`src/rtl/adc_seq_pkg.sv`:
```
// Shared constants and types for the conversion sequencer.
// Assumes an 8-bit register port and a 3-bit register address.
package adc_seq_pkg;

   // Register addresses
   localparam logic [2:0] ADDR_CTRL_A = 3'h0;
   localparam logic [2:0] ADDR_CTRL_B = 3'h1;
   localparam logic [2:0] ADDR_MUX = 3'h2;
   localparam logic [2:0] ADDR_RES_LO = 3'h3;
   localparam logic [2:0] ADDR_RES_HI = 3'h4;

   // Reset values
   localparam logic [7:0] CTRL_A_RST = 8'h00;
   localparam logic [2:0] CTRL_B_RST = 3'h0;
   localparam logic [7:0] MUX_RST = 8'h00;

   // Trigger source code that selects free running
   localparam logic [2:0] TSEL_FREE_RUN = 3'h0;

   // Conversion lengths in converter clock cycles
   localparam int CONV_CYC_NORMAL = 13;
   localparam int CONV_CYC_FIRST = 25;
   localparam int CONV_CYC_DIFF_SLOW = 14;
   // Sample-and-hold and auto-trigger figures in half converter cycles
   localparam int SH_HALF_NORMAL = 3;
   localparam int SH_HALF_FIRST = 27;
   localparam int SH_HALF_DIFF_SLOW = 5;
   localparam int SH_HALF_AUTO = 4;
   localparam int CONV_HALF_AUTO = 27;
   // Trigger synchronisation in CPU clock cycles
   localparam int SYNC_CPU_CYCLES = 3;

   // Counts in half converter cycles and, for SYNC_LAST, CPU clock cycles, as the sequencer uses them
   localparam logic [5:0] END_NORMAL = 6'(2 * CONV_CYC_NORMAL);
   localparam logic [5:0] END_FIRST = 6'(2 * CONV_CYC_FIRST);
   localparam logic [5:0] END_DIFF_SLOW = 6'(2 * CONV_CYC_DIFF_SLOW);
   localparam logic [5:0] END_AUTO = 6'(CONV_HALF_AUTO);
   localparam logic [5:0] SH_NORMAL = 6'(SH_HALF_NORMAL);
   localparam logic [5:0] SH_FIRST = 6'(SH_HALF_FIRST);
   localparam logic [5:0] SH_DIFF_SLOW = 6'(SH_HALF_DIFF_SLOW);
   localparam logic [5:0] SH_AUTO = 6'(SH_HALF_AUTO);
   localparam logic [1:0] SYNC_LAST = 2'(SYNC_CPU_CYCLES - 1);

   // Control register A, bit 7 down to bit 0
   typedef struct packed {
      logic converter_enable;
      logic conv_start_flag;
      logic auto_trigger_enable;
      logic conv_done_flag;
      logic irq_enable;
      logic [2:0] clock_divider_select;
   } ctrl_a_t;

   // Channel select register, bit 7 down to bit 0
   typedef struct packed {
      logic differential;
      logic left_justify_result;
      logic [5:0] channel;
   } mux_t;

   // Sequencer states
   typedef enum logic [1:0] {
      ST_IDLE = 2'b00,
      ST_WAIT_EDGE = 2'b01,
      ST_SYNC = 2'b10,
      ST_CONV = 2'b11
   } seq_state_t;

endpackage

```
`src/rtl/adc_conversion_sequencer.sv`:
```
// Conversion sequencer for a successive-approximation converter core.
// Assumes a register master on CLK_SYS and a core that holds its result
// on CORE_RESULT when a conversion ends; trigger inputs are synchronous.
//
// Our own choices: the register offsets and the address-and-strobe port.
`timescale 1ns/1ps

module adc_conversion_sequencer
   import adc_seq_pkg::*;
#(
   parameter int RESULT_W = 10,
   parameter int TRIG_W = 7
) (
   input wire logic CLK_SYS,
   input wire logic NRST,
   input wire logic [2:0] ADDR,
   input wire logic [7:0] WDATA,
   input wire logic WR,
   input wire logic RD,
   output logic [7:0] RDATA,
   input wire logic [TRIG_W-1:0] TRIG_IN,
   input wire logic [RESULT_W-1:0] CORE_RESULT,
   output logic SAMPLE_HOLD,
   output logic CONV_ACTIVE,
   output logic [5:0] CONV_CHANNEL,
   output logic CONV_DIFF,
   output logic IRQ
);

   // The byte layout and the trigger decode serve only these widths
   if (RESULT_W != 10) begin : g_result_w_check
      $error("RESULT_W must be 10");
   end
   if (TRIG_W != 7) begin : g_trig_w_check
      $error("TRIG_W must be 7");
   end

   ctrl_a_t ca_reg, ca_next;
   logic [2:0] tsel_reg, tsel_next;
   mux_t mux_reg, mux_next;
   mux_t act_reg, act_next;
   logic [6:0] presc_reg, presc_next;
   logic half_rate_conv_clock_reg, half_rate_conv_clock_next;
   seq_state_t state_reg, state_next;
   logic [5:0] halves_reg, halves_next;
   logic [5:0] sh_at_reg, sh_at_next;
   logic [5:0] end_at_reg, end_at_next;
   logic first_reg, first_next;
   logic trig_prev_reg, trig_prev_next;
   logic [1:0] sync_reg, sync_next;
   logic lock_reg, lock_next;
   logic [9:0] result_reg, result_next;
   logic [7:0] rdata_reg, rdata_next;
   logic irq_reg, irq_next;
   logic sh_reg, sh_next;
   logic active_reg, active_next;

   logic [2:0] shift;
   logic [6:0] presc_top;
   logic [6:0] presc_mid;
   logic presc_clear;
   logic rise_tick;
   logic fall_tick;
   logic trig_lvl;
   logic trig_edge;
   logic free_run;
   logic [7:0] res_lo;
   logic [7:0] res_hi;

   // Divider terminal counts: selects 0 and 1 both divide by two
   always_comb begin
      shift = (ca_reg.clock_divider_select == 3'h0) ? 3'h1 : ca_reg.clock_divider_select;
      presc_top = 7'((8'h01 << shift) - 8'h01);
      presc_mid = presc_top >> 1;
      rise_tick = ca_reg.converter_enable && (presc_reg == presc_top);
      fall_tick = ca_reg.converter_enable && (presc_reg == presc_mid);
   end

   // Trigger selection and edge detection on the chosen source
   always_comb begin
      free_run = ca_reg.auto_trigger_enable && (tsel_reg == TSEL_FREE_RUN);
      if (tsel_reg == TSEL_FREE_RUN) begin
         trig_lvl = ca_reg.conv_done_flag;
      end else begin
         trig_lvl = TRIG_IN[3'(tsel_reg - 3'h1)];
      end
      trig_edge = trig_lvl && !trig_prev_reg;
   end

   // Result bytes in the selected justification
   always_comb begin
      if (mux_reg.left_justify_result) begin
         res_hi = result_reg[9:2];
         res_lo = {result_reg[1:0], 6'h00};
      end else begin
         res_hi = {6'h00, result_reg[9:8]};
         res_lo = result_reg[7:0];
      end
   end

   // Register port, prescaler and conversion sequencer
   always_comb begin
      ca_next = ca_reg;
      tsel_next = tsel_reg;
      mux_next = mux_reg;
      act_next = act_reg;
      half_rate_conv_clock_next = half_rate_conv_clock_reg;
      state_next = state_reg;
      halves_next = halves_reg;
      sh_at_next = sh_at_reg;
      end_at_next = end_at_reg;
      first_next = first_reg;
      sync_next = sync_reg;
      lock_next = lock_reg;
      result_next = result_reg;
      rdata_next = 8'h00;
      sh_next = 1'b0;
      presc_clear = 1'b0;
      trig_prev_next = trig_lvl;

      // Software writes; a one on the done bit clears it
      if (WR) begin
         case (ADDR)
            ADDR_CTRL_A: begin
               ca_next.converter_enable = WDATA[7];
               ca_next.conv_start_flag = ca_reg.conv_start_flag | (WDATA[6] & WDATA[7]);
               ca_next.auto_trigger_enable = WDATA[5];
               ca_next.conv_done_flag = ca_reg.conv_done_flag & ~WDATA[4];
               ca_next.irq_enable = WDATA[3];
               ca_next.clock_divider_select = WDATA[2:0];
            end
            ADDR_CTRL_B: begin
               tsel_next = WDATA[2:0];
            end
            ADDR_MUX: begin
               mux_next = WDATA;
            end
            default: begin
            end
         endcase
      end

      // Software reads; low byte locks the result, high byte unlocks it
      if (RD) begin
         case (ADDR)
            ADDR_CTRL_A: begin
               rdata_next = ca_reg;
               rdata_next[6] = ca_reg.conv_start_flag | (state_reg != ST_IDLE);
            end
            ADDR_CTRL_B: begin
               rdata_next = {5'h00, tsel_reg};
            end
            ADDR_MUX: begin
               rdata_next = mux_reg;
            end
            ADDR_RES_LO: begin
               rdata_next = res_lo;
               lock_next = 1'b1;
            end
            ADDR_RES_HI: begin
               rdata_next = res_hi;
               lock_next = 1'b0;
            end
            default: begin
               rdata_next = 8'h00;
            end
         endcase
      end

      // Sequencer
      case (state_reg)
         ST_IDLE: begin
            if (ca_reg.converter_enable) begin
               act_next = mux_reg;
            end
            if (ca_reg.conv_start_flag) begin
               state_next = ST_WAIT_EDGE;
            end else if (ca_reg.auto_trigger_enable && !free_run && trig_edge) begin
               state_next = ST_SYNC;
               sync_next = 2'h0;
            end
         end
         ST_WAIT_EDGE: begin
            if (rise_tick) begin
               state_next = ST_CONV;
               halves_next = 6'h00;
               if (first_reg) begin
                  sh_at_next = SH_FIRST;
                  end_at_next = END_FIRST;
               end else if (act_reg.differential && half_rate_conv_clock_reg) begin
                  sh_at_next = SH_DIFF_SLOW;
                  end_at_next = END_DIFF_SLOW;
               end else begin
                  sh_at_next = SH_NORMAL;
                  end_at_next = END_NORMAL;
               end
            end
         end
         ST_SYNC: begin
            sync_next = 2'(sync_reg + 2'h1);
            if (sync_reg == SYNC_LAST) begin
               presc_clear = 1'b1;
               state_next = ST_CONV;
               halves_next = 6'h00;
               sh_at_next = first_reg ? SH_FIRST : SH_AUTO;
               end_at_next = first_reg ? END_FIRST : END_AUTO;
            end
         end
         ST_CONV: begin
            if (rise_tick || fall_tick) begin
               halves_next = 6'(halves_reg + 6'h01);
               if (halves_next == sh_at_reg) begin
                  sh_next = 1'b1;
               end
               if (halves_next == end_at_reg) begin
                  ca_next.conv_done_flag = 1'b1;
                  first_next = 1'b0;
                  if (!lock_reg) begin
                     result_next = CORE_RESULT;
                  end
                  if (free_run) begin
                     // Restart at once, start flag left high
                     halves_next = 6'h00;
                     act_next = mux_reg;
                     if (mux_reg.differential) begin
                        sh_at_next = SH_DIFF_SLOW;
                        end_at_next = END_DIFF_SLOW;
                     end else begin
                        sh_at_next = SH_NORMAL;
                        end_at_next = END_NORMAL;
                     end
                  end else begin
                     ca_next.conv_start_flag = 1'b0;
                     state_next = ST_IDLE;
                  end
               end
            end
         end
         default: begin
            state_next = ST_IDLE;
         end
      endcase

      // Half-rate clock follows converter clock rising edges
      if (rise_tick) begin
         half_rate_conv_clock_next = ~half_rate_conv_clock_reg;
      end

      // Prescaler runs with enable and restarts on a trigger
      if (!ca_reg.converter_enable || presc_clear) begin
         presc_next = 7'h00;
      end else if (presc_reg == presc_top) begin
         presc_next = 7'h00;
      end else begin
         presc_next = 7'(presc_reg + 7'h01);
      end

      // Disabled converter drops any conversion and rearms the long first one
      if (!ca_reg.converter_enable) begin
         state_next = ST_IDLE;
         ca_next.conv_start_flag = ca_next.conv_start_flag & ca_next.converter_enable;
         first_next = 1'b1;
         half_rate_conv_clock_next = 1'b0;
         sh_next = 1'b0;
      end

      active_next = (state_next == ST_CONV);
      irq_next = ca_next.conv_done_flag & ca_next.irq_enable;
   end

   // State registers
   always_ff @(posedge CLK_SYS) begin
      if (!NRST) begin
         ca_reg <= CTRL_A_RST;
         tsel_reg <= CTRL_B_RST;
         mux_reg <= MUX_RST;
         act_reg <= MUX_RST;
         presc_reg <= 7'h00;
         half_rate_conv_clock_reg <= 1'b0;
         state_reg <= ST_IDLE;
         halves_reg <= 6'h00;
         sh_at_reg <= 6'h00;
         end_at_reg <= 6'h00;
         first_reg <= 1'b1;
         trig_prev_reg <= 1'b0;
         sync_reg <= 2'h0;
         lock_reg <= 1'b0;
         result_reg <= 10'h000;
         rdata_reg <= 8'h00;
         irq_reg <= 1'b0;
         sh_reg <= 1'b0;
         active_reg <= 1'b0;
      end else begin
         ca_reg <= ca_next;
         tsel_reg <= tsel_next;
         mux_reg <= mux_next;
         act_reg <= act_next;
         presc_reg <= presc_next;
         half_rate_conv_clock_reg <= half_rate_conv_clock_next;
         state_reg <= state_next;
         halves_reg <= halves_next;
         sh_at_reg <= sh_at_next;
         end_at_reg <= end_at_next;
         first_reg <= first_next;
         trig_prev_reg <= trig_prev_next;
         sync_reg <= sync_next;
         lock_reg <= lock_next;
         result_reg <= result_next;
         rdata_reg <= rdata_next;
         irq_reg <= irq_next;
         sh_reg <= sh_next;
         active_reg <= active_next;
      end
   end

   // Outputs straight from flip-flops
   assign RDATA = rdata_reg;
   assign IRQ = irq_reg;
   assign SAMPLE_HOLD = sh_reg;
   assign CONV_ACTIVE = active_reg;
   assign CONV_CHANNEL = act_reg.channel;
   assign CONV_DIFF = act_reg.differential;

endmodule

```
`config.mk`:
```
export PLATFORM = sky130hd
export DESIGN_NAME = adc_conversion_sequencer
export DESIGN_NICKNAME = d
export VERILOG_FILES = /design/src/rtl/adc_seq_pkg.sv /design/src/rtl/adc_conversion_sequencer.sv
export SDC_FILE = /design/constraint.sdc
export NUM_CORES = 1
export LEC_CHECK = 0
export ABC_CLOCK_PERIOD_IN_PS = 3300
export BUFFER_PORTS_ARGS = -buffer_cell sky130_fd_sc_hd__buf_2
export CAP_MARGIN = 20
export CORE_MARGIN = 5
export CORE_UTILIZATION = 30
export CTS_BUF_LIST = sky130_fd_sc_hd__clkbuf_4 sky130_fd_sc_hd__clkbuf_8 sky130_fd_sc_hd__clkbuf_16
export CTS_CLUSTER_DIAMETER = 50
export CTS_CLUSTER_SIZE = 14
export DETAILED_ROUTE_END_ITERATION = 7
export GPL_TIMING_DRIVEN = 0
export PLACE_DENSITY = 0.51
export SYNTH_ARGS = -nofsm -noshare
export SYNTH_HDL_FRONTEND = slang
export SYNTH_SLANG_ARGS = --single-unit
export TNS_END_PERCENT = 1
```
`constraint.sdc`:
```
create_clock -name CLK_SYS -period 3.3 [get_ports CLK_SYS]
set_input_delay 0.165 -clock CLK_SYS [delete_from_list [all_inputs] [get_ports CLK_SYS]]
set_output_delay 0.165 -clock CLK_SYS [all_outputs]
set_load 0.01 [all_outputs]
```
==> Yosys cells after proc, flatten, opt, wreduce, memory -nomap -nowiden <==
Index checks and enable logic that the tools add are counted.
W data, S select, Z words.
{ "totals": {"word_cells": 164, "register_bits": 80, "output_inout_bits": 18, "inputBits": 32} }
{ "classes": {"n_reduce_logical": 35, "n_mux": 64, "addsub": 5, "bitwise": 10, "shift": 1, "n_lt_le_gt_ge": 1, "n_eq_ne": 21} }
{ "op_table": {"columns": ["operator", "n"], "rows": [
  ["$mux W6", 17],
  ["$mux W8", 8],
  ["$pmux W6 S3", 3],
  ["$pmux W8 S5", 1],
  ["$mux W2", 10],
  ["$ne A2 B2 Y1 const B", 8],
  ["$pmux W8 S2", 1],
  ["$mux W3", 5],
  ["$mux W1", 13],
  ["$eq A6 B6 Y1", 2],
  ["$reduce_and A2 Y1", 6],
  ["$reduce_and A4 Y1", 3],
  ["$mux W5", 2],
  ["$logic_not A3 Y1", 3],
  ["$eq A2 B2 Y1 const B", 4],
  ["$pmux W2 S4", 1],
  ["$reduce_bool A2 Y1", 4],
  ["$add A7 B1 Y7 const B", 1],
  ["$eq A7 B6 Y1", 1],
  ["$eq A7 B7 Y1", 1],
  ["$logic_and A1 B1 Y1", 7],
  ["$shl A1 B3 Y7 const A", 1],
  ["$sub A7 B1 Y7 const B", 1],
  ["$add A6 B1 Y6 const B", 1],
  ["21 further kinds", 33]
]} }

==> Longest topological paths before layout <==
{ "depth": {"depth_word": 11, "ltp_mapped": 10, "mapped_depth_nobuf": 8} }

==> Worst setup path before layout <==
OpenSTA, ideal clock, no wires.
{ "synth_path": {"path_type": "register -> register", "from": "register ca_reg[2] in the netlist's numbering", "to": "register sh_at_reg[2]", "n_path_buf": 2, "period_less_slack_ps": 2640, "path_slack_ps": 660, "path_stages_with_launch": 11, "required_ps": 3214, "setup_ps": 86, "t_arrival_ps": 2554, "cell_sequence": "dfxtp_1 -> clkbuf_1 -> or2_2 -> ha_1 -> xor2_1 -> o21ai_0 -> nor4b_1 -> a32oi_2 -> a21o_1 -> buf_6 -> a221oi_2"} }
{ "synth_between": {"elab_chain_len": 9} }
{ "synth_rtl": {"columns": ["item", "line_no", "text"], "rows": [
  ["start, declared", "adc_conversion_sequencer.sv:38", "ctrl_a_t ca_reg, ca_next;"],
  ["start signal, assigned", "adc_conversion_sequencer.sv:294", "ca_reg <= ca_next;"],
  ["$logic_not A3 Y1", "adc_conversion_sequencer.sv:72", "shift = (ca_reg.clock_divider_select == 3'h0) ? 3'h1 : ca_reg.clock_divider_select;"],
  ["$mux W3 *", "adc_conversion_sequencer.sv:72", null],
  ["$shl A1 B3 Y7 *", "adc_conversion_sequencer.sv:73", "presc_top = 7'((8'h01 << shift) - 8'h01);"],
  ["$sub A7 B1 Y7 *", "adc_conversion_sequencer.sv:73", null],
  ["$eq A7 B7 Y1 or $eq A7 B6 Y1 (tied branches)", "adc_conversion_sequencer.sv:75, adc_conversion_sequencer.sv:76", null],
  ["$logic_and A1 B1 Y1 (on tied branches)", "adc_conversion_sequencer.sv:75, adc_conversion_sequencer.sv:76", null],
  ["$logic_or A1 B1 Y1", "adc_conversion_sequencer.sv:210", "if (rise_tick || fall_tick) begin"],
  ["$ne A2 B2 Y1 (no line)", null, null],
  ["$reduce_and A6 Y1 (no line) *", null, null],
  ["end signal, assigned", "adc_conversion_sequencer.sv:302", "sh_at_reg <= sh_at_next;"],
  ["end, declared", "adc_conversion_sequencer.sv:46", "logic [5:0] sh_at_reg, sh_at_next;"]
]} }
Every way passes the cells marked *; elsewhere a longest branch is shown, timed or not.
A chain may end at the register's enable or synchronous reset.

==> Worst setup path after layout <==
{ "layout_path": {"from": "register ca_reg[2] in the netlist's numbering", "to": "register halves_reg[5]"} }
{ "layout_between": {"elab_chain_len": 9} }
{ "layout_rtl": {"columns": ["item", "line_no", "text"], "rows": [
  ["$logic_not A3 Y1", "adc_conversion_sequencer.sv:72", null],
  ["$mux W3 *", "adc_conversion_sequencer.sv:72", null],
  ["$shl A1 B3 Y7 *", "adc_conversion_sequencer.sv:73", null],
  ["$sub A7 B1 Y7 *", "adc_conversion_sequencer.sv:73", null],
  ["$eq A7 B7 Y1 or $eq A7 B6 Y1 (tied branches)", "adc_conversion_sequencer.sv:75, adc_conversion_sequencer.sv:76", null],
  ["$logic_and A1 B1 Y1 (on tied branches)", "adc_conversion_sequencer.sv:75, adc_conversion_sequencer.sv:76", null],
  ["$logic_or A1 B1 Y1", "adc_conversion_sequencer.sv:210", null],
  ["$ne A2 B2 Y1 (no line)", null, null],
  ["$reduce_and A4 Y1 (no line) *", null, null],
  ["end signal, assigned", "adc_conversion_sequencer.sv:301", "halves_reg <= halves_next;"],
  ["end, declared", "adc_conversion_sequencer.sv:45", "logic [5:0] halves_reg, halves_next;"]
]} }
Marked as above.

==> run_results.csv <==
group,metric,value,unit
worst_setup_path,crit_path_max_fanout,10,
timing,relSlewSlack,52.8,%
cts,tritoncts,"built",
place,dp_hpwl,8.03,mm
worst_setup_path,slowest_delay,440,ps
floorplanning,io_pins,50,
synthesis,synth-seq-cells,77,
cts,cts_buffer_depth,2,
synthesis,synth_flop_cell,"dfxtp_1",
power,finalPower,2.17,mW
worst_setup_path,cp_num_cells,9,
layout,area_delta_synth_final,19.7,%
cts,clk_pin_slew,60,ps
cts,cts.sinks,77,
worst_setup_path,r2r-start,"ca_reg[2]",
floorplanning,initial_core_util,30.4,%
cts,cts_root_buf,"clkbuf_16",
floorplanning,core_region_area,13200,sq um
floorplanning,dieArea,15800,sq um
cts,insertion_delay,330,ps
synthesis,synthesis.nets,496,
layout,diodes,0,
grt,grt_pass1_vias,3349,
synthesis,synth_edf_count,0,
worst_setup_path,timing.rr.end,"halves_reg[5]",
synthesis,avgSynthCellArea,8.74,sq um
timing,final.min_clock_period,2880,ps
job,maxCapViolations,0,
layout,final_cell_mix,"dfxtp_1, nand2_1, buf_2",
hold_path,hold_path.class,"primary input to register",
floorplanning,die_w,126,um
synthesis,synth_cell_type_count,64,
routing,ant_nets,0,
grt,grt_overflow_total,0,
timing,fin_crit_sh,87.2,%
timing,slew_viol_final,0,
layout,fin_cells,695,
timing,worst_slew_pin_slew,704,ps
worst_setup_path,startpoint,"ca_reg[2]",
grt,grt_max_degree,13,
layout,largest_reg_flops,10,
floorplanning,core.rowCount,42,
place,place_inst,680,
timing,rsz0062_at_grt,"false",
timing,holdWs,83.5,ps
worst_setup_path,crit_path_end,"halves_reg[5]",
worst_setup_path,crit_arrival,3130,ps
power,p_per_area,453,nW/um^2
routing,num_vias,3424,
timing,clock_skew,4.03,ps
timing,max_freq,348,MHz
routing,drc,0,
synthesis,syn_inst,458,
worst_setup_path,required,3550,ps
timing,setup_viol,0,
layout,final_layout_size_suffix_gt1_share,16.4,%
cts,cts-htree-levels,3,
worst_setup_path,worstSetupPathType,"register to register",
hold_path,hold_path.startpoint,"CORE_RESULT[2]",
power,vdd_drop_max,0.248,mV
routing,viasPerCell,4.93,
cts,cts_inserted_buffers,9,
synthesis,async_flop_share,0,%
worst_setup_path,cp_cell_sequence,"clkbuf_1, or2_2, ha_1, xor2_1, o21ai_0, nor4b_2, a32oi_2, nand4b_1, o211ai_1",
worst_setup_path,end_kind,"register",
timing,fin_setup_tns,0,ps
worst_setup_path,cp_slowest_cell,"nand4b_1",
layout,final_common_cell,"dfxtp_1",
synthesis,ys_seq_area_share,38.5,%
place,io_buffer_count,46,
synthesis,ys_warn_count,0,
grt,grt_pass1_wl,17.1,mm
outcome,run_status,"completed",
grt,grtUsageTotal,13.5,%
timing,hold_viol,0,
layout,fin_nets,553,
routing,wl_per_cell,15.0,um
grt,grt_antenna_before_repair,0,
worst_setup_path,cp_top_family,"simple AND/OR/NAND/NOR gates",
routing,drt_iter0_drc,217,
place,place_congestion,0.898,
power,leakagePower,1.79,nW
routing,dr.pass1.iters,4,
worst_setup_path,worst-r2r-setup-slack,420,ps
worst_setup_path,path_buf_inv,1,
layout,final_core_util,36.3,%
synthesis,netlist_area,4000,sq um
worst_setup_path,start_kind,"register",
routing,wl,10.4,mm
worst_setup_path,r2r_cells,9,
floorplanning,die_h,126,um
[worst min-delay path: cells and delay by family]
kind          cells  cell delay, ps
buf+inv           1             100
mux               1              60
simple gates      1              40
[stage by stage]
stage	cell area [sq um]	setup slack (ps)
2_1_floorplan	4000	660
3_3_place_gp	4450	228
3_5_place_dp	4450	265
4_1_cts	4790	193
5_1_grt	4790	165
6_report	4790	423
[logic make-up (layout without fill, tap and decap cells)]
kind of cell	after synthesis	after routing	synth area share, %
simple gates	183	183	21.7
flops	77	77	38.5
compound gates	69	69	13.3
mux	50	50	13.2
buf+inv	44	105	4.75
xor+xnor	28	28	6.69
fa+ha+maj	6	6	1.87
other cells	1	1	0.0937
[worst min-delay path by stage]
| stage | endpoint | slack (ps) | depth (start not counted) |
|---|---|---|---|
| after CTS | result_reg[2] | 70 | 3 |
| after detailed placement | result_reg[2] | 420 | 3 |
| after floorplan | result_reg[0] | 310 | 2 |
| final | result_reg[2] | 80 | 3 |
| after global routing | result_reg[4] | 90 | 3 |
| after global placement | result_reg[2] | 420 | 3 |
[repair_timing]
item                                    CTS  global route
endpoints found under the setup margin    0             8
endpoints found under the hold margin     0             0
resized for setup                         0             1
setup buffers                             0             0
hold buffers                              0             0
[metal layers]
metal / global-route usage, % / part of all wire [%] / vias to the layer above
met5: 0 / 0 / -
met1: 19.0 / 49 / 1603
met3: 3.07 / 5.7 / 9
met4: 3.95 / 1.2 / 0
met2: 20.6 / 44 / 94
li1: - / - / 1718
[layout make-up]
type | count | area [sq um]
fill | 1381 | 8400
multi-input combinational | 337 | 2280
sequential | 77 | 1540
clock buffer | 10 | 233
timing repair buffer | 46 | 230
tap | 176 | 220
buffer | 29 | 134
clock inverter | 5 | 100
inverter | 15 | 56.3
[Yosys cell counts, types with 3 or more instances]
master | n | area share, %
a211oi_1 | 4 | 0.75
a21oi_1 | 17 | 2.1
a221oi_1 | 5 | 1.1
a31oi_1 | 3 | 0.47
and3_1 | 5 | 0.78
buf_6 | 3 | 0.84
clkbuf_1 | 22 | 2.1
dfxtp_1 | 77 | 39
ha_1 | 6 | 1.9
inv_1 | 14 | 1.3
mux2i_1 | 47 | 12
nand2_1 | 70 | 6.6
nand2b_1 | 4 | 0.62
nand3_1 | 14 | 1.8
nand3b_1 | 3 | 0.56
nand4_1 | 3 | 0.47
nor2_1 | 47 | 4.4
nor2b_1 | 4 | 0.62
nor3_1 | 9 | 1.1
nor3b_1 | 4 | 0.75
o211ai_1 | 3 | 0.56
o21ai_0 | 11 | 1.4
o22ai_1 | 4 | 0.62
or3_1 | 3 | 0.47
xnor2_1 | 15 | 3.3
xor2_1 | 11 | 2.4
[where the power goes]
group | switching (mW) | leakage (nW) | total (mW) | internal [mW]
clock | 0.372 | 0.166 | 1.11 | 0.740
sequential | 0.00579 | 0.621 | 0.941 | 0.936
combinational | 0.0728 | 0.999 | 0.117 | 0.0444
total | 0.451 | 1.79 | 2.17 | 1.72
(Power assumes the default switching activity.)
